--- config.mk ---
export PLATFORM = sky130hd
export DESIGN_NAME = dor_output_route
export DESIGN_NICKNAME = d
export VERILOG_FILES = /design/src/dor_pkg.sv /design/src/dor_tap_if.sv /design/src/dor_output_route.sv /design/src/dor_pulse_div.sv
export SDC_FILE = /design/constraint.sdc
export NUM_CORES = 1
export LEC_CHECK = 0
export CAP_MARGIN = 20
export CORE_MARGIN = 2
export CORE_UTILIZATION = 43
export DETAILED_ROUTE_END_ITERATION = 10
export DONT_BUFFER_PORTS = 1
export HOLD_SLACK_MARGIN = 0.03
export PLACE_DENSITY_LB_ADDON = 0.05
export SETUP_SLACK_MARGIN = 0.15
export SLEW_MARGIN = 20
export SYNTH_ARGS = -nofsm -noshare
export SYNTH_HDL_FRONTEND = slang
export SYNTH_HIERARCHICAL = 1
export SYNTH_SLANG_ARGS = --single-unit
--- constraint.sdc ---
create_clock -name i_core_clk -period 4.3 [get_ports i_core_clk]
set_input_delay 0.215 -clock i_core_clk [delete_from_list [all_inputs] [get_ports i_core_clk]]
set_output_delay 0.215 -clock i_core_clk [all_outputs]
set_load 0.05 [all_outputs]
--- src/dor_pkg.sv ---
package dor_pkg;

    localparam int          NUM_OUT          = 5;
    localparam int          NUM_TAP          = 7;
    localparam int          OCW_W            = 32;
    localparam logic [7:0]  SUB_FIRST_ROUTE  = 8'h01;
    localparam logic [7:0]  SUB_LAST_ROUTE   = 8'h05;
    localparam logic [7:0]  ROUTE_EN_ON      = 8'h01;
    localparam logic [15:0] ROUTE_RESET      = 16'h0100;
    localparam int          SRC_MSB          = 15;
    localparam int          SRC_LSB          = 8;
    localparam int          INV_BIT          = 7;
    localparam int          IDX_MSB          = 6;
    localparam logic [7:0]  SRC_ONE          = 8'h00;
    localparam logic [7:0]  SRC_ZERO         = 8'h01;
    localparam logic [7:0]  SRC_ENC_FIRST    = 8'h02;
    localparam logic [7:0]  SRC_ENC_LAST     = 8'h08;
    localparam logic [7:0]  SRC_POS_FIRST    = 8'h09;
    localparam logic [7:0]  SRC_POS_LAST     = 8'h0f;
    localparam int          BRAKE_OCW_BIT    = 0;
    localparam int          OUT1_OCW_BIT     = 16;
    localparam int          CLK_PERIOD_NS    = 100;
    localparam int          FAST_HALF_NS     = 50000;
    localparam int          SLOW_HALF_NS     = 1000000;
    localparam int          FAST_DWELL_CYC   = (FAST_HALF_NS + CLK_PERIOD_NS - 1) / CLK_PERIOD_NS;
    localparam int          SLOW_DWELL_CYC   = (SLOW_HALF_NS + CLK_PERIOD_NS - 1) / CLK_PERIOD_NS;
    localparam int          DWELL_W          = 16;
    localparam logic [4:0]  FAST_MASK        = 5'h07;
    localparam logic [4:0]  PRESENT_DEFAULT  = 5'h1f;

endpackage : dor_pkg

--- src/dor_tap_if.sv ---
`timescale 1ns/10ps
`default_nettype none
interface dor_tap_if #(parameter int TAPS = 7);
    logic [TAPS-1:0] tap;
    modport src (output tap);
    modport snk (input  tap);
endinterface : dor_tap_if
`default_nettype wire

--- src/dor_output_route.sv ---
`timescale 1ns/10ps
`default_nettype none
module dor_output_route
    import dor_pkg::*;
#(
    parameter logic [4:0] PRESENT    = PRESENT_DEFAULT,
    parameter int         FAST_DWELL = FAST_DWELL_CYC,
    parameter int         SLOW_DWELL = SLOW_DWELL_CYC
)
(
    input  wire logic             i_core_clk,
    input  wire logic             i_nrst,
    input  wire logic             i_route_wr,
    input  wire logic [7:0]       i_route_subidx,
    input  wire logic [15:0]      i_route_wdata,
    input  wire logic [7:0]       i_rd_subidx,
    output logic      [15:0]      o_route_rdata,
    input  wire logic [7:0]       i_routing_enable,
    input  wire logic [OCW_W-1:0] i_output_control_word,
    input  wire logic [OCW_W-1:0] i_norm_invert,
    input  wire logic [OCW_W-1:0] i_force_enable,
    input  wire logic [OCW_W-1:0] i_force_value,
    input  wire logic             i_encoder_pulse,
    input  wire logic             i_position_pulse,
    output logic      [NUM_OUT-1:0] o_dout,
    output logic                  o_routing_active
);
    logic [15:0]        route_reg [NUM_OUT];
    logic [NUM_OUT-1:0] dout_reg;
    logic [NUM_OUT-1:0] target;
    logic [15:0]        rdata_reg;
    logic               route_en;

    dor_tap_if #(.TAPS(NUM_TAP)) enc_if ();
    dor_tap_if #(.TAPS(NUM_TAP)) pos_if ();

    dor_pulse_div #(.TAPS(NUM_TAP)) u_enc_div
    (
        .i_core_clk (i_core_clk),
        .i_nrst     (i_nrst),
        .i_pulse    (i_encoder_pulse),
        .taps       (enc_if.src)
    );

    dor_pulse_div #(.TAPS(NUM_TAP)) u_pos_div
    (
        .i_core_clk (i_core_clk),
        .i_nrst     (i_nrst),
        .i_pulse    (i_position_pulse),
        .taps       (pos_if.src)
    );

    // Source level, invalid codes report not valid
    function automatic logic [1:0] src_decode(input logic [7:0] src,
                                              input logic [NUM_TAP-1:0] enc,
                                              input logic [NUM_TAP-1:0] pos);
        logic [7:0] k;
        k = 8'h00;
        if (src == SRC_ONE)
            return 2'b11;
        else if (src == SRC_ZERO)
            return 2'b10;
        else if (src >= SRC_ENC_FIRST && src <= SRC_ENC_LAST)
        begin
            k = src - SRC_ENC_FIRST;
            return {1'b1, enc[k[2:0]]};
        end
        else if (src >= SRC_POS_FIRST && src <= SRC_POS_LAST)
        begin
            k = src - SRC_POS_FIRST;
            return {1'b1, pos[k[2:0]]};
        end
        return 2'b00;
    endfunction : src_decode

    // Control word bit for an output in normal mode
    function automatic int ocw_bit(input int n);
        return (n == 0) ? BRAKE_OCW_BIT : OUT1_OCW_BIT + n - 1;
    endfunction : ocw_bit

    assign route_en         = (i_routing_enable == ROUTE_EN_ON);
    assign o_routing_active = route_en;
    assign o_route_rdata    = rdata_reg;
    assign o_dout           = dout_reg;

    // Route word storage, subindex 01 brake, 02..05 outputs 1..4
    always_ff @(posedge i_core_clk or negedge i_nrst)
    begin
        if (!i_nrst)
        begin
            for (int n = 0; n < NUM_OUT; n++)
                route_reg[n] <= ROUTE_RESET;
        end
        else if (i_route_wr && i_route_subidx >= SUB_FIRST_ROUTE && i_route_subidx <= SUB_LAST_ROUTE)
            route_reg[3'(i_route_subidx - SUB_FIRST_ROUTE)] <= i_route_wdata;
    end

    always_ff @(posedge i_core_clk or negedge i_nrst)
    begin
        if (!i_nrst)
            rdata_reg <= 16'h0000;
        else if (i_rd_subidx >= SUB_FIRST_ROUTE && i_rd_subidx <= SUB_LAST_ROUTE)
            rdata_reg <= route_reg[3'(i_rd_subidx - SUB_FIRST_ROUTE)];
        else
            rdata_reg <= 16'h0000;
    end

    genvar g;
    generate
        for (g = 0; g < NUM_OUT; g++)
        begin : g_out
            localparam int          OB    = ocw_bit(g);
            localparam logic [DWELL_W-1:0] DWELL = FAST_MASK[g] ? DWELL_W'(FAST_DWELL) : DWELL_W'(SLOW_DWELL);
            logic [1:0]         src_lvl;
            logic [IDX_MSB:0]   idx;
            logic               gate_on;
            logic               routed;
            logic               normal;
            logic [DWELL_W-1:0] dwell_reg;

            assign idx     = route_reg[g][IDX_MSB:0];
            assign gate_on = (idx < OCW_W) &&
                             (i_output_control_word[idx[4:0]] ^ route_reg[g][INV_BIT]);
            assign src_lvl = src_decode(route_reg[g][SRC_MSB:SRC_LSB], enc_if.tap, pos_if.tap);
            assign routed  = gate_on && src_lvl[1] && src_lvl[0];
            assign normal  = i_force_enable[OB] ? i_force_value[OB]
                                                : (i_output_control_word[OB] ^ i_norm_invert[OB]);
            assign target[g] = PRESENT[g] && (route_en ? routed : normal);

            // Minimum half period per output
            always_ff @(posedge i_core_clk or negedge i_nrst)
            begin
                if (!i_nrst)
                begin
                    dout_reg[g] <= 1'b0;
                    dwell_reg   <= '0;
                end
                else if (dwell_reg != '0)
                    dwell_reg <= dwell_reg - 1'b1;
                else if (target[g] != dout_reg[g])
                begin
                    dout_reg[g] <= target[g];
                    dwell_reg   <= DWELL - 1'b1;
                end
            end
        end
    endgenerate
endmodule : dor_output_route
`default_nettype wire

--- src/dor_pulse_div.sv ---
`timescale 1ns/10ps
`default_nettype none
module dor_pulse_div
    import dor_pkg::*;
#(
    parameter int TAPS = NUM_TAP
)
(
    input  wire logic i_core_clk,
    input  wire logic i_nrst,
    input  wire logic i_pulse,
    dor_tap_if.src    taps
);
    logic            pulse_prev_reg;
    logic [TAPS-2:0] count_reg;

    // Edge counter
    always_ff @(posedge i_core_clk or negedge i_nrst)
    begin
        if (!i_nrst)
            pulse_prev_reg <= 1'b0;
        else
            pulse_prev_reg <= i_pulse;
    end

    always_ff @(posedge i_core_clk or negedge i_nrst)
    begin
        if (!i_nrst)
            count_reg <= '0;
        else if (i_pulse && !pulse_prev_reg)
            count_reg <= count_reg + 1'b1;
    end

    // Tap 0 is the raw pulse, tap k divides by 2^k
    assign taps.tap = {count_reg, i_pulse};

endmodule : dor_pulse_div
`default_nettype wire

# Yosys cells after proc, flatten, opt, wreduce, memory -nomap -nowiden
# Index checks and enable logic that the tools add are counted.
dict set report word_totals {
  regBits 195
  inputBits 173
  output_inout_bits 22
  word_cells 269
}
dict set report classes {
  add_sub_neg 19
  magnitude_cmp 47
  eq_ne 11
  mux 102
  bitwise 17
  reduce_logical 53
}
# operator n
set ops {}
lappend ops {{2-to-1 mux 16 bit} 14}
lappend ops {{bitwise mux 80 bit} 1}
lappend ops {{<= comparator 8 x 4 -> 1 bit (second input constant)} 10}
lappend ops {{nonzero test 16 bit} 5}
lappend ops {{subtractor 16 x 1 -> 16 bit (second input constant)} 5}
lappend ops {{2-to-1 mux 2 bit} 25}
lappend ops {{binary-select mux 16 bit (select 3 bit)} 1}
lappend ops {{demux 16 bit (select 3 bit)} 1}
lappend ops {{equality test 8 x 1 -> 1 bit (second input constant)} 6}
lappend ops {{2-to-1 mux 1 bit} 45}
lappend ops {{greater-or-equal comparator 8 x 2 -> 1 bit (second input constant)} 5}
lappend ops {{greater-or-equal comparator 8 x 4 -> 1 bit (second input constant)} 5}
lappend ops {{zero test 8 bit} 5}
lappend ops {{less-than comparator 3 x 4 -> 1 bit (second input constant)} 10}
lappend ops {{less-than comparator 7 x 6 -> 1 bit (second input constant)} 5}
lappend ops {{logical AND 1 bit} 31}
lappend ops {{binary-select mux 1 bit (select 3 bit)} 10}
lappend ops {{less-than comparator 5 x 6 -> 1 bit (second input constant)} 5}
lappend ops {{binary-select mux 1 bit (select 5 bit)} 5}
lappend ops {{subtractor 3 x 1 -> 3 bit (second input constant)} 7}
lappend ops {{greater-or-equal comparator 8 x 1 -> 1 bit (second input constant)} 2}
lappend ops {{<= comparator 8 x 3 -> 1 bit (second input constant)} 2}
lappend ops {{subtractor 3 x 2 -> 3 bit (second input constant)} 5}
lappend ops {{adder 6 x 1 -> 6 bit (second input constant)} 2}
lappend ops {{other kinds (9)} 37}

# Depth between registers and ports, before layout
# Gate-level depths: netlist of the first run.
dict set report depth {
  word_depth 14
  depth_mapped 11
  ltp_nobuf 10
}

# Hierarchy
# Netlist of the first run, hierarchy kept.
# mod n_inst cells_each area_each_um2
set by_module_without_submodules {}
lappend by_module_without_submodules {dor_output_route 1 1100 11487.3}
lappend by_module_without_submodules {dor_pulse_div 2 22 294.0}

# Worst setup path after synthesis of the first run
# No wires, ideal clock.
dict set report synth_path {
  path_type {register to register}
  startpoint {register route_reg[40] (netlist name)}
  endpoint {register g_out[2].dwell_reg[1]}
  setup_ns 0.086
  arrival_time_ns 2.907
  required_time_ns 4.214
  path_slack_ns 1.307
  path_stages_with_launch 12
  n_path_buf 1
  path_cell_list {dfstp_2 clkbuf_1 inv_1 ha_1 xor2_1 mux4_2 mux2_2 o211ai_1 a32o_1 nor2_1 a41o_1 nor3_1}
}
dict set report synth_via {
  elab_chain_len 12
  elab_cells_between_ends 28
  classes_between {add/sub (2); order compare (4); eq/ne (2); mux (14); reduce/logical (6)}
}
# item line_no
set synth_rtl {}
lappend synth_rtl {{from (decl)} dor_output_route.sv:28} ;# logic [15:0] route_reg [NUM_OUT];
lappend synth_rtl {{from (signal, indexed assignment)} dor_output_route.sv:95} ;# route_reg[3'(i_route_subidx - SUB_FIRST_ROUTE)] <= i_route_wdata;
lappend synth_rtl {{subtractor 3 x 1 -> 3 bit (tied with other cells)} dor_output_route.sv:70} ;# k = src - SRC_POS_FIRST;
lappend synth_rtl {{binary-select mux 1 bit (select 3 bit) or logical AND 1 bit (tied branches)} {dor_output_route.sv:71, dor_output_route.sv:68}}
lappend synth_rtl {{2-to-1 mux 1 bit (on tied branches)} {dor_output_route.sv:71, dor_output_route.sv:68}}
lappend synth_rtl {{2-to-1 mux 2 bit or 2-to-1 mux 1 bit (tied branches)} {dor_output_route.sv:68, dor_output_route.sv:63}}
lappend synth_rtl {{2-to-1 mux 2 bit or 2-to-1 mux 1 bit (tied branches)} {dor_output_route.sv:63, dor_output_route.sv:61}}
lappend synth_rtl {{2-to-1 mux 2 bit or 2-to-1 mux 1 bit (tied branches)} {dor_output_route.sv:61, dor_output_route.sv:59}}
lappend synth_rtl {{2-to-1 mux 2 bit (on tied branches)} {dor_output_route.sv:59, dor_output_route.sv:73}}
lappend synth_rtl {{2-to-1 mux 2 bit (*)} dor_output_route.sv:73} ;# return 2'b00;
lappend synth_rtl {{logical AND 1 bit (*)} dor_output_route.sv:125} ;# assign routed = gate_on && src_lvl[1] && src_lvl[0];
lappend synth_rtl {{2-to-1 mux 1 bit (*)} dor_output_route.sv:128} ;# assign target[g] = PRESENT[g] && (route_en ? routed : normal);
lappend synth_rtl {{!= test 1 bit (*)} dor_output_route.sv:140} ;# else if (target[g] != dout_reg[g])
lappend synth_rtl {{nonzero test 2 bit (no line) (*)} -}
lappend synth_rtl {{to (signal assigned)} dor_output_route.sv:139} ;# dwell_reg <= dwell_reg - 1'b1;
lappend synth_rtl {{to (signal assigned)} dor_output_route.sv:143} ;# dwell_reg <= DWELL - 1'b1;
lappend synth_rtl {{to (decl)} dor_output_route.sv:119} ;# logic [DWELL_W-1:0] dwell_reg;
# Every way passes the cells marked *; elsewhere a longest branch is shown, timed or not. The select of a mux whose other input is x is not followed.
# A chain may end at the register's enable or synchronous reset.

# Worst setup path in the final report of the first run
dict set report layout_path {
  startpoint {register route_reg[72] (netlist name)}
  endpoint {register g_out[0].dwell_reg[4]}
}
dict set report layout_via {
  elab_chain_len 12
  elab_cells_between_ends 28
  classes_between {add/sub (2); order compare (4); eq/ne (2); mux (14); reduce/logical (6)}
}
# item line_no
set layout_rtl {}
lappend layout_rtl {{subtractor 3 x 1 -> 3 bit (tied with other cells)} dor_output_route.sv:70}
lappend layout_rtl {{binary-select mux 1 bit (select 3 bit) or logical AND 1 bit (tied branches)} {dor_output_route.sv:71, dor_output_route.sv:68}}
lappend layout_rtl {{2-to-1 mux 1 bit (on tied branches)} {dor_output_route.sv:71, dor_output_route.sv:68}}
lappend layout_rtl {{2-to-1 mux 2 bit or 2-to-1 mux 1 bit (tied branches)} {dor_output_route.sv:68, dor_output_route.sv:63}}
lappend layout_rtl {{2-to-1 mux 2 bit or 2-to-1 mux 1 bit (tied branches)} {dor_output_route.sv:63, dor_output_route.sv:61}}
lappend layout_rtl {{2-to-1 mux 2 bit or 2-to-1 mux 1 bit (tied branches)} {dor_output_route.sv:61, dor_output_route.sv:59}}
lappend layout_rtl {{2-to-1 mux 2 bit (on tied branches)} {dor_output_route.sv:59, dor_output_route.sv:73}}
lappend layout_rtl {{2-to-1 mux 2 bit (*)} dor_output_route.sv:73}
lappend layout_rtl {{logical AND 1 bit (*)} dor_output_route.sv:125}
lappend layout_rtl {{2-to-1 mux 1 bit (*)} dor_output_route.sv:128}
lappend layout_rtl {{!= test 1 bit (*)} dor_output_route.sv:140}
lappend layout_rtl {{nonzero test 2 bit (no line) (*)} -}
lappend layout_rtl {{to (signal assigned)} dor_output_route.sv:139}
lappend layout_rtl {{to (signal assigned)} dor_output_route.sv:143}
lappend layout_rtl {{to (decl)} dor_output_route.sv:119}
# Marked as above.

==> flow_summary.yaml, run 1 <==
outcome:
  status: "finished with violations"
  violations: "hold timing"
min_path:
  hold_path.class: "in -> async"
pwr:
  powerDensity_nw_per_um2: 384.8
  peakVddDrop_v: 0.0002602
  power_frac_comb_pct: 20.3
  internal-power_w: 0.003409
  sequentialPowerShare_pct: 48.4
  p_sw_w: 0.001670
  p_leak_nw: 5.626
  switching_share_pct: 32.88
  clkPwrFrac_pct: 31.3
layout:
  area_growth_syn_to_layout_pct: 9.315
  largest_register_ffs: 80
  nets: 1356
  fillerInstances: 2591
  fin_area_um2: 13200
  fin_util_pct: 47.64
  drive_above_1_share_pct: 15.84
routing:
  drtAntennaViolNets: 0
  dr.pass1.iters: 7
  drtIter0Drc: 745
  vias: 8868
  drc_errors: 0
  routed_wl_mm: 31.71
  wl_per_cell_um: 20.64
  via_per_inst: 5.773
placed_design:
  placed_area_um2: 12420
  gp_congestion: 0.8794
  portBuffers: 0
  dp_hpwl_mm: 22.27
timing:
  finalSetupViolCount: 0
  period_share_pct: 77.45
  whs_ns: -0.5405
  hold_viol: 195
  rsz0062_at_grt: "false"
  tightest_slew_ns: 1.162
  fmax_mhz: 300.3
  drv_slew: 0
  slew-limit-headroom_pct: 22.18
  setup_tns_ns: 0
  fin_crit_ns: 3.331
  fin_skew_ns: 0.01268
die:
  core_region_area_um2: 27710
  die_area_um2: 29440
  dieHeight_um: 171.6
  start_util_pct: 43.58
  fp.dieW_um: 171.6
  pin_count: 195
  row_count: 61
logic_synthesis:
  synth_edf_count: 0
  yosys-top-cells-area: "dfrtp_1, mux4_2, mux2_2, mux2i_1, ha_1"
  synth_top_area_cell: "dfrtp_1"
  synthFlopType: "dfrtp_1"
  seq_area_frac_synth_pct: 40.46
  synth_cells: 1144
  ys.warnings.count: 6
  async_reset_ff_share_pct: 100.0
  ys_types: 67
  synth-seq-cells: 195
  synth_fp_nets: 1358
  synth.cell_area_um2: 12080
  syn_avg_cell_area_um2: 10.56
  synth_top_area_share_pct: 39.37
clocking:
  cts.clk_slew.worst_paths_ns: 0.07
  cts_setup_buffers: 0
  hold_buffers: 18
  tritoncts: "done"
  cts_resized: 0
  cts_root_buffer: "clkbuf_16"
  htreeDepth: 4
  clkSinkCount: 195
  clock_path_buffers: 2
  clk-insertion-delay-late_ns: 0.45
  numCtsBuffers: 17
worst_setup_path:
  r2r-start: "route_reg[72]$_DFFE_PN1P_"
  rr_endpoint: "g_out[0].dwell_reg[4]$_DFFE_PN0P_"
  r2r_slack_ns: 0.97
  crit_required_ns: 4.61
  worstPathMaxFanout: 9
  cp-start-kind: "flop"
  crit_arrival_ns: 3.64
  critPathCaptureType: "flop"
  crit_type: "reg -> reg"
  reg2reg_depth: 10
global_route:
  grt_pass1_wl_mm: 50.57
  gr-usage-met2_pct: 35.67
  grt.busiest_layer: "met2"
  use_met3_pct: 5.522
  grt_overflow: 0
  grt.total_usage_pct: 22.64
  antenna_found_initial: 2
  grt_max_degree: 196
  grt_pass1_vias: 8870
  use_met1_pct: 31.14
run:
  timing.max_cap.violations: 0
==> power groups by stage <==
| stage | clock [W] | combinational [W] | sequential (W) |
|---|---|---|---|
| after floorplan | 0 | 0.000858 | 0.00233 |
| after global placement | 0 | 0.000987 | 0.00249 |
| after detailed placement | 0 | 0.00101 | 0.00249 |
| after CTS | 0.00164 | 0.00103 | 0.00246 |
| after global routing | 0.00171 | 0.00115 | 0.00251 |
| final | 0.00159 | 0.00103 | 0.00246 |
==> worst max-delay path, cell delays in order (launching register included) <==
cell,delay (ns)
dfstp_2,0.66
inv_1,0.15
ha_1,0.25
xor2_1,0.26
mux4_2,0.54
mux2i_1,0.14
a2bb2oi_1,0.11
and2_1,0.17
a31oi_1,0.33
xor2_1,0.45
o21ai_0,0.15
==> kinds of logic (layout without fill, tap and decap cells) <==
kind of cell	count (synthesis)	count (layout)	share of synthesized area [%]
AOI/OAI and AO/OA	160	160	8.538
xor gates and xnor gates	72	72	5.222
adders and majority gates	41	41	4.248
buffers and inverters	93	104	3.098
DFF	195	195	40.46
muxes	191	191	21.31
other	0	3	0
and+or+nand+nor	392	392	17.12
==> cells in the mapped netlist (all sizes together), types with 7 or more instances <==
master  count
nand2      81
mux2       73
or3        13
a22oi      10
nand3      45
mux2i      73
mux4       45
o211ai      9
buf        17
or4        16
nor2       74
clkbuf     32
o21ai      38
ha         41
nor3b      10
nand4      16
xor2       39
inv        44
nand2b     18
nand3b      7
a31oi       9
nor4       16
dfrtp     190
a21oi      47
nor2b      15
nor3       41
and2       15
xnor2      33
==> metrics by stage <==
step	cells	hold WS [ns]	power (W)	worst slack [ns]
global route	1534	-0.5712	0.005377	0.7544
CTS	1532	-0.5632	0.005127	0.9853
global placement	1482	-0.07216	0.003476	1.031
finish	1536	-0.5405	0.005079	0.9695
floorplan	1144	-0.08059	0.003189	1.307
detailed placement	1482	-0.07138	0.003492	1.008
==> worst max path at each step <==
stage                              startpoint                           endpoint  slack (ns)  cells after the start
detailed placement  route_reg[72]$_DFFE_PN1P_  g_out[0].dwell_reg[4]$_DFFE_PN0P_        1.01                     10
finish              route_reg[72]$_DFFE_PN1P_  g_out[0].dwell_reg[4]$_DFFE_PN0P_        0.97                     10
CTS                 route_reg[72]$_DFFE_PN1P_  g_out[0].dwell_reg[4]$_DFFE_PN0P_        0.99                     10
global route        route_reg[72]$_DFFE_PN1P_  g_out[0].dwell_reg[4]$_DFFE_PN0P_        0.75                     10
floorplan           route_reg[40]$_DFFE_PN1P_  g_out[2].dwell_reg[1]$_DFFE_PN0P_        1.31                     11
global placement    route_reg[72]$_DFFE_PN1P_  g_out[0].dwell_reg[1]$_DFFE_PN0P_        1.03                     10
==> metal layers <==
layer	wire length, µm	vias up
met1	14600	4372
met5	0	-
li1	-	4203
met4	590	0
met2	14580	249
met3	1934	44
==> layout by cell type (no fill, tap or decap), types with 7 or more instances in the layout <==
cell           count
a31oi_1            8
buf_4              9
mux4_2            45
nand3b_1           7
mux2i_1           73
dlygate4sd3_1     18
o211ai_1           9
inv_1             44
o21ai_0           35
mux2_2            71
and2_1            14
nor3_1            38
a22oi_1           10
dfrtp_1          190
a21oi_1           47
nor2_1            73
or3_1             13
or4_1             14
nor3b_1           10
nor2b_1           15
nand2b_1          18
nor4_1            15
clkbuf_16         17
nand3_1           45
nand2_1           81
xor2_1            39
xnor2_1           32
nand4_1           16
ha_1              41
==> cell type report <==
| type | count | area [µm²] | share of cell area [%] |
|---|---|---|---|
| Timing Repair Buffer | 28 | 259.0 | 1.962 |
| Inverter | 44 | 165.2 | 1.251 |
| Antenna cell | 3 | 7.507 | 0.05687 |
| Tap cell | 378 | 473.0 | 3.583 |
| Sequential cell | 195 | 4886 | 37.01 |
| Clock inverter | 14 | 137.6 | 1.043 |
| Multi-Input combinational cell | 856 | 6833 | 51.76 |
| Clock buffer | 18 | 439.2 | 3.327 |
No activity file was read; power rests on OpenSTA's default activity.
==> inputs of run 2 (changes only) <==
Clock period 4.3 ns to 3.4 ns, I/O delays scaled along.
==> run 2 against run 1 <==
  * The run still ends with hold timing left
  * Critical endpoint is now g_out[0].dwell_reg[1]$_DFFE_PN0P_
  * Sequential share of layout area is 0.38 points lower
  * Final area is 1.1% higher
  * Clock power is 24% higher
  * Largest power group unchanged
==> flow_summary.yaml, run 2 (synthesis results as in run 1) <==
worst_setup_path:
  crit_top_cell: "a31oi_1"
  cp_slowest_cell: "dfstp_2"
  crit_required_ns: 3.71
  crit_chain: "inv_1 > ha_1 > xor2_2 > mux4_2 > mux2i_1 > a2bb2oi_1 > and2_1 > a31oi_1 > xor2_1 > buf_4 > a31oi_1"
  crit_family: "multiplexers"
  crit_type: "reg -> reg"
  worstPathMaxFanout: 9
  max_stage_delay_ns: 0.65
  r2r-start: "route_reg[72]$_DFFE_PN1P_"
  cp-start-kind: "flop"
  critPathBufInv: 2
  crit_arrival_ns: 3.36
  startpoint: "route_reg[72]$_DFFE_PN1P_"
  critPathCaptureType: "flop"
routing:
  routed_wl_mm: 32.26
  wl_per_cell_um: 20.80
  drtIter0Drc: 600
  dr.pass1.iters: 5
  vias: 8930
  drtAntennaViolNets: 0
  drc_errors: 0
  via_per_inst: 5.758
die:
  dieHeight_um: 171.6
  row_count: 61
  pin_count: 195
  start_util_pct: 43.58
  core_region_area_um2: 27710
  die_area_um2: 29440
  fp.dieW_um: 171.6
clocking:
  cts.clk_slew.worst_paths_ns: 0.07
  hold_buffers: 19
  cts_setup_buffers: 0
  cts_root_buffer: "clkbuf_16"
  clkSinkCount: 195
  clk-insertion-delay-late_ns: 0.44
  numCtsBuffers: 17
  htreeDepth: 4
  clock_path_buffers: 2
  tritoncts: "done"
timing:
  fin_skew_ns: 0.01285
  setup_tns_ns: 0
  whs_ns: -0.5715
  drv_slew: 0
  hold_viol: 195
  period_share_pct: 89.87
  finalWorstSetupSlack_ns: 0.3444
  slew-limit-headroom_pct: 27.98
  finalSetupViolCount: 0
  fmax_mhz: 327.3
  tightest_slew_ns: 1.080
  fin_crit_ns: 3.056
  rsz0062_at_grt: "true"
outcome:
  violations: "hold timing"
  status: "finished with violations"
placed_design:
  pre_cts_ws_ns: 0.2776
  portBuffers: 0
  gp_congestion: 0.8841
  dp_hpwl_mm: 22.53
min_path:
  hold_path.class: "in -> async"
layout:
  drive_above_1_share_pct: 17.34
  largest_register_ffs: 80
  nets: 1374
  mostFrequentLayoutCell: "dfrtp_1"
  area_growth_syn_to_layout_pct: 10.49
  layout_common_cells: "dfrtp_1, nand2_1, nor2_1, mux2i_1, mux2_2"
global_route:
  grt_overflow: 0
  grt_pass1_wl_mm: 50.31
  grt_max_degree: 196
  antenna_found_initial: 2
  grt_pass1_vias: 8804
  grt.total_usage_pct: 22.58
run:
  timing.max_cap.violations: 0
pwr:
  powerDensity_nw_per_um2: 480.1
  power_w: 0.006405
  p_leak_nw: 5.708
  peakVddDrop_v: 0.0003395
[run 2: cell types whose count changed in the layout (fill, tap and decap cells not counted), moves of 2 or more]
| cell | previous run | this run |
|---|---|---|
| buf_4 | 9 | 27 |
| inv_8 | 6 | 0 |
| clkinv_4 | 1 | 3 |
| xnor2_1 | 32 | 30 |
| xnor2_2 | 1 | 3 |
| xor2_1 | 39 | 37 |
| xor2_2 | 0 | 2 |
[run 2: per-stage QoR]
step / utilization, % / instances / area (µm²)
4_1_cts: 48.00 / 1549 / 13300
2_1_floorplan: - / 1144 / 12080
3_3_place_gp: 45.33 / 1500 / 12560
3_5_place_dp: 45.33 / 1500 / 12560
6_report: 48.16 / 1551 / 13340
5_1_grt: 48.14 / 1549 / 13340
[run 2: where the power goes]
part	internal (W)	switching, W	total [W]
Sequential	0.00262	0.000463	0.00308
Clock	0.00103	0.000940	0.00197
Combinational	0.000718	0.000638	0.00136
[run 2: path summary, 6_finish.rpt]
check	slack (ns)	depth (start not counted)	to
setup / recovery	0.34	11	g_out[0].dwell_reg[1]$_DFFE_PN0P_
hold / removal	-0.57	0	g_out[4].dwell_reg[6]$_DFFE_PN0P_
setup reg to reg	0.34	11	g_out[0].dwell_reg[1]$_DFFE_PN0P_
hold reg to reg	0.46	1	g_out[2].dwell_reg[13]$_DFFE_PN0P_
max in group asynchronous	3.61	0	route_reg[8]$_DFFE_PN1P_
min in group i_core_clk	0.11	2	u_enc_div/count_reg[0]$_DFFE_PN0P_
[run 2: cell type report]
cell class | count | area, µm²
well taps | 378 | 473.0
fillers | 2549 | 14360
clock buffers | 19 | 442.9
diodes | 2 | 5.005
inverters | 44 | 165.2
flip-flops and latches | 195 | 4887
clock inverters | 11 | 106.4
multi-input cells | 856 | 6869
repair buffers | 46 | 392.9
[run 2: metal layers]
metal | GRT usage (%) | part of all wire, % | routed length, µm | up-vias
li1 | - | - | - | 4210
met1 | 31.57 | 47 | 15030 | 4472
met2 | 35.55 | 47 | 15050 | 224
met3 | 4.740 | 5.3 | 1718 | 24
met4 | 6.264 | 1.4 | 459 | 0
met5 | 0 | 0 | 0 | -
[run 2: repair_timing]
item | CTS | global route
gates resized for setup | 0 | 5
endpoints found under the hold margin | 278 | 195
setup endpoints to repair | 0 | 14
==> inputs of run 3 (changes only) <==
Settings changed: SETUP_SLACK_MARGIN 0.15 to 0.4.
==> run 3 against run 2 <==
  * The flow still finishes with violations (hold timing)
  * Combinational power grew 3%
  * Via count grew 0.26%
  * Sequential cell count is the same
==> flow_summary.yaml, run 3 (synthesis results as in run 1) <==
clocking:
  htreeDepth: 4
  clock_path_buffers: 2
  tritoncts: "done"
  numCtsBuffers: 17
  cts_root_buffer: "clkbuf_16"
  clkSinkCount: 195
  hold_buffers: 19
  clk-insertion-delay-late_ns: 0.44
  cts.clk_slew.worst_paths_ns: 0.07
worst_setup_path:
  crit_arrival_ns: 3.18
  cp-start-kind: "flop"
  crit_required_ns: 3.73
  critPathCaptureType: "flop"
  crit_type: "reg -> reg"
  worstPathMaxFanout: 8
  reg2reg_depth: 11
global_route:
  grt_max_degree: 196
  grt.total_usage_pct: 22.61
  grt_overflow: 0
  antenna_found_initial: 2
  grt_pass1_wl_mm: 50.40
  grt_pass1_vias: 8836
die:
  core_region_area_um2: 27710
  fp.dieW_um: 171.6
  pin_count: 195
  die_area_um2: 29440
  row_count: 61
  start_util_pct: 43.58
  dieHeight_um: 171.6
layout:
  layout.cells.non_filler: 1558
  fin_util_pct: 48.73
  area_growth_syn_to_layout_pct: 11.80
  drive_above_1_share_pct: 19.02
  layout_common_cells: "dfrtp_1, nand2_1, nor2_1, mux2i_1, mux2_2"
  nets: 1381
  mostFrequentLayoutCell: "dfrtp_1"
  largest_register_ffs: 80
timing:
  whs_ns: -0.5707
  fin_skew_ns: 0.01314
  finalSetupViolCount: 0
  hold_viol: 195
  rsz0062_at_grt: "true"
  setup_tns_ns: 0
  period_share_pct: 83.98
  fin_crit_ns: 2.855
  fmax_mhz: 350.2
  finalWorstSetupSlack_ns: 0.5448
  tightest_slew_ns: 1.082
  drv_slew: 0
  slew-limit-headroom_pct: 27.80
routing:
  wl_met2_mm: 15.08
  routed_wl_mm: 32.28
  wl_met3_mm: 1.766
  wl_per_cell_um: 20.72
  drtIter0Drc: 661
  wl_met1_mm: 15.06
  dr.pass1.iters: 5
  drtAntennaViolNets: 0
  highest_layer: "met4"
  via_per_inst: 5.746
  drc_errors: 0
  vias: 8953
outcome:
  status: "finished with violations"
  violations: "hold timing"
pwr:
  peakVddDrop_v: 0.0003371
  powerDensity_nw_per_um2: 476.9
  power_w: 0.006439
  p_leak_nw: 5.763
placed_design:
  portBuffers: 0
  gp_congestion: 0.8841
  pre_cts_ws_ns: 0.2776
  numPlacedInstances: 1500
  dp_hpwl_mm: 22.53
run:
  timing.max_cap.violations: 0
min_path:
  hold_path.class: "in -> async"
-- run 3: cell types whose count changed in the layout (fill, tap and decap cells not counted), moves of 2 or more --
cell	delta
dfrtp_2	+2
ha_1	-2
ha_4	+2
dfrtp_1	-3
buf_4	+6
-- run 3: worst paths after layout --
check / from / slack [ns] / to
max: route_reg[8]$_DFFE_PN1P_ / 0.54 / g_out[4].dwell_reg[1]$_DFFE_PN0P_
min: i_nrst / -0.57 / g_out[4].dwell_reg[6]$_DFFE_PN0P_
max reg2reg: route_reg[8]$_DFFE_PN1P_ / 0.54 / g_out[4].dwell_reg[1]$_DFFE_PN0P_
min reg2reg: g_out[2].dwell_reg[13]$_DFFE_PN0P_ / 0.46 / g_out[2].dwell_reg[13]$_DFFE_PN0P_
max in group asynchronous: i_nrst / 3.58 / route_reg[56]$_DFFE_PN1P_
min in group i_core_clk: i_encoder_pulse / 0.11 / u_enc_div/count_reg[0]$_DFFE_PN0P_
-- run 3: cell type report --
class	count	area, µm²
clock buffer	19	442.9
antenna	2	5.005
timing repair buffer	53	457.9
clock inverter	11	106.4
multi-input combinational	856	6957
inverter	44	165.2
sequential	195	4893
tap	378	473.0
fill	2544	14200
-- run 3: through the flow --
step | hold slack [ns] | instance area, µm²
2_1_floorplan | -0.1256 | 12080
3_3_place_gp | -0.1176 | 12560
3_5_place_dp | -0.1198 | 12560
4_1_cts | -0.6008 | 13370
5_1_grt | -0.6100 | 13500
6_report | -0.5707 | 13500
-- run 3: timing repair --
item	in CTS	in global routing
resized for setup	9	14
buffers inserted	2	5
pin swaps	0	4
endpoints found under the hold margin	278	195
setup endpoints to repair	25	35
-- run 3: layer usage --
metal  track usage [%]  vias up
met5                 0        -
li1                  -     4230
met2             35.71      235
met1             31.58     4468
met4             6.190        0
met3             4.717       20
-- run 3: power breakdown --
group / switching, W / internal [W] / leakage, nW
combinational: 0.000660 / 0.000738 / 3.03
sequential: 0.000455 / 0.00262 / 2.47
clock: 0.000937 / 0.00103 / 0.262
-- run 3: critical path, stage by stage, from the launching register on --
cell and delay [ns]:
dfstp_2 0.60, inv_1 0.13, ha_4 0.28, mux2i_1 0.12
o22ai_1 0.22, a32oi_1 0.13, o211ai_1 0.31, a41oi_2 0.25
xnor2_2 0.35, buf_4 0.17, nor2_1 0.04, mux2i_1 0.13
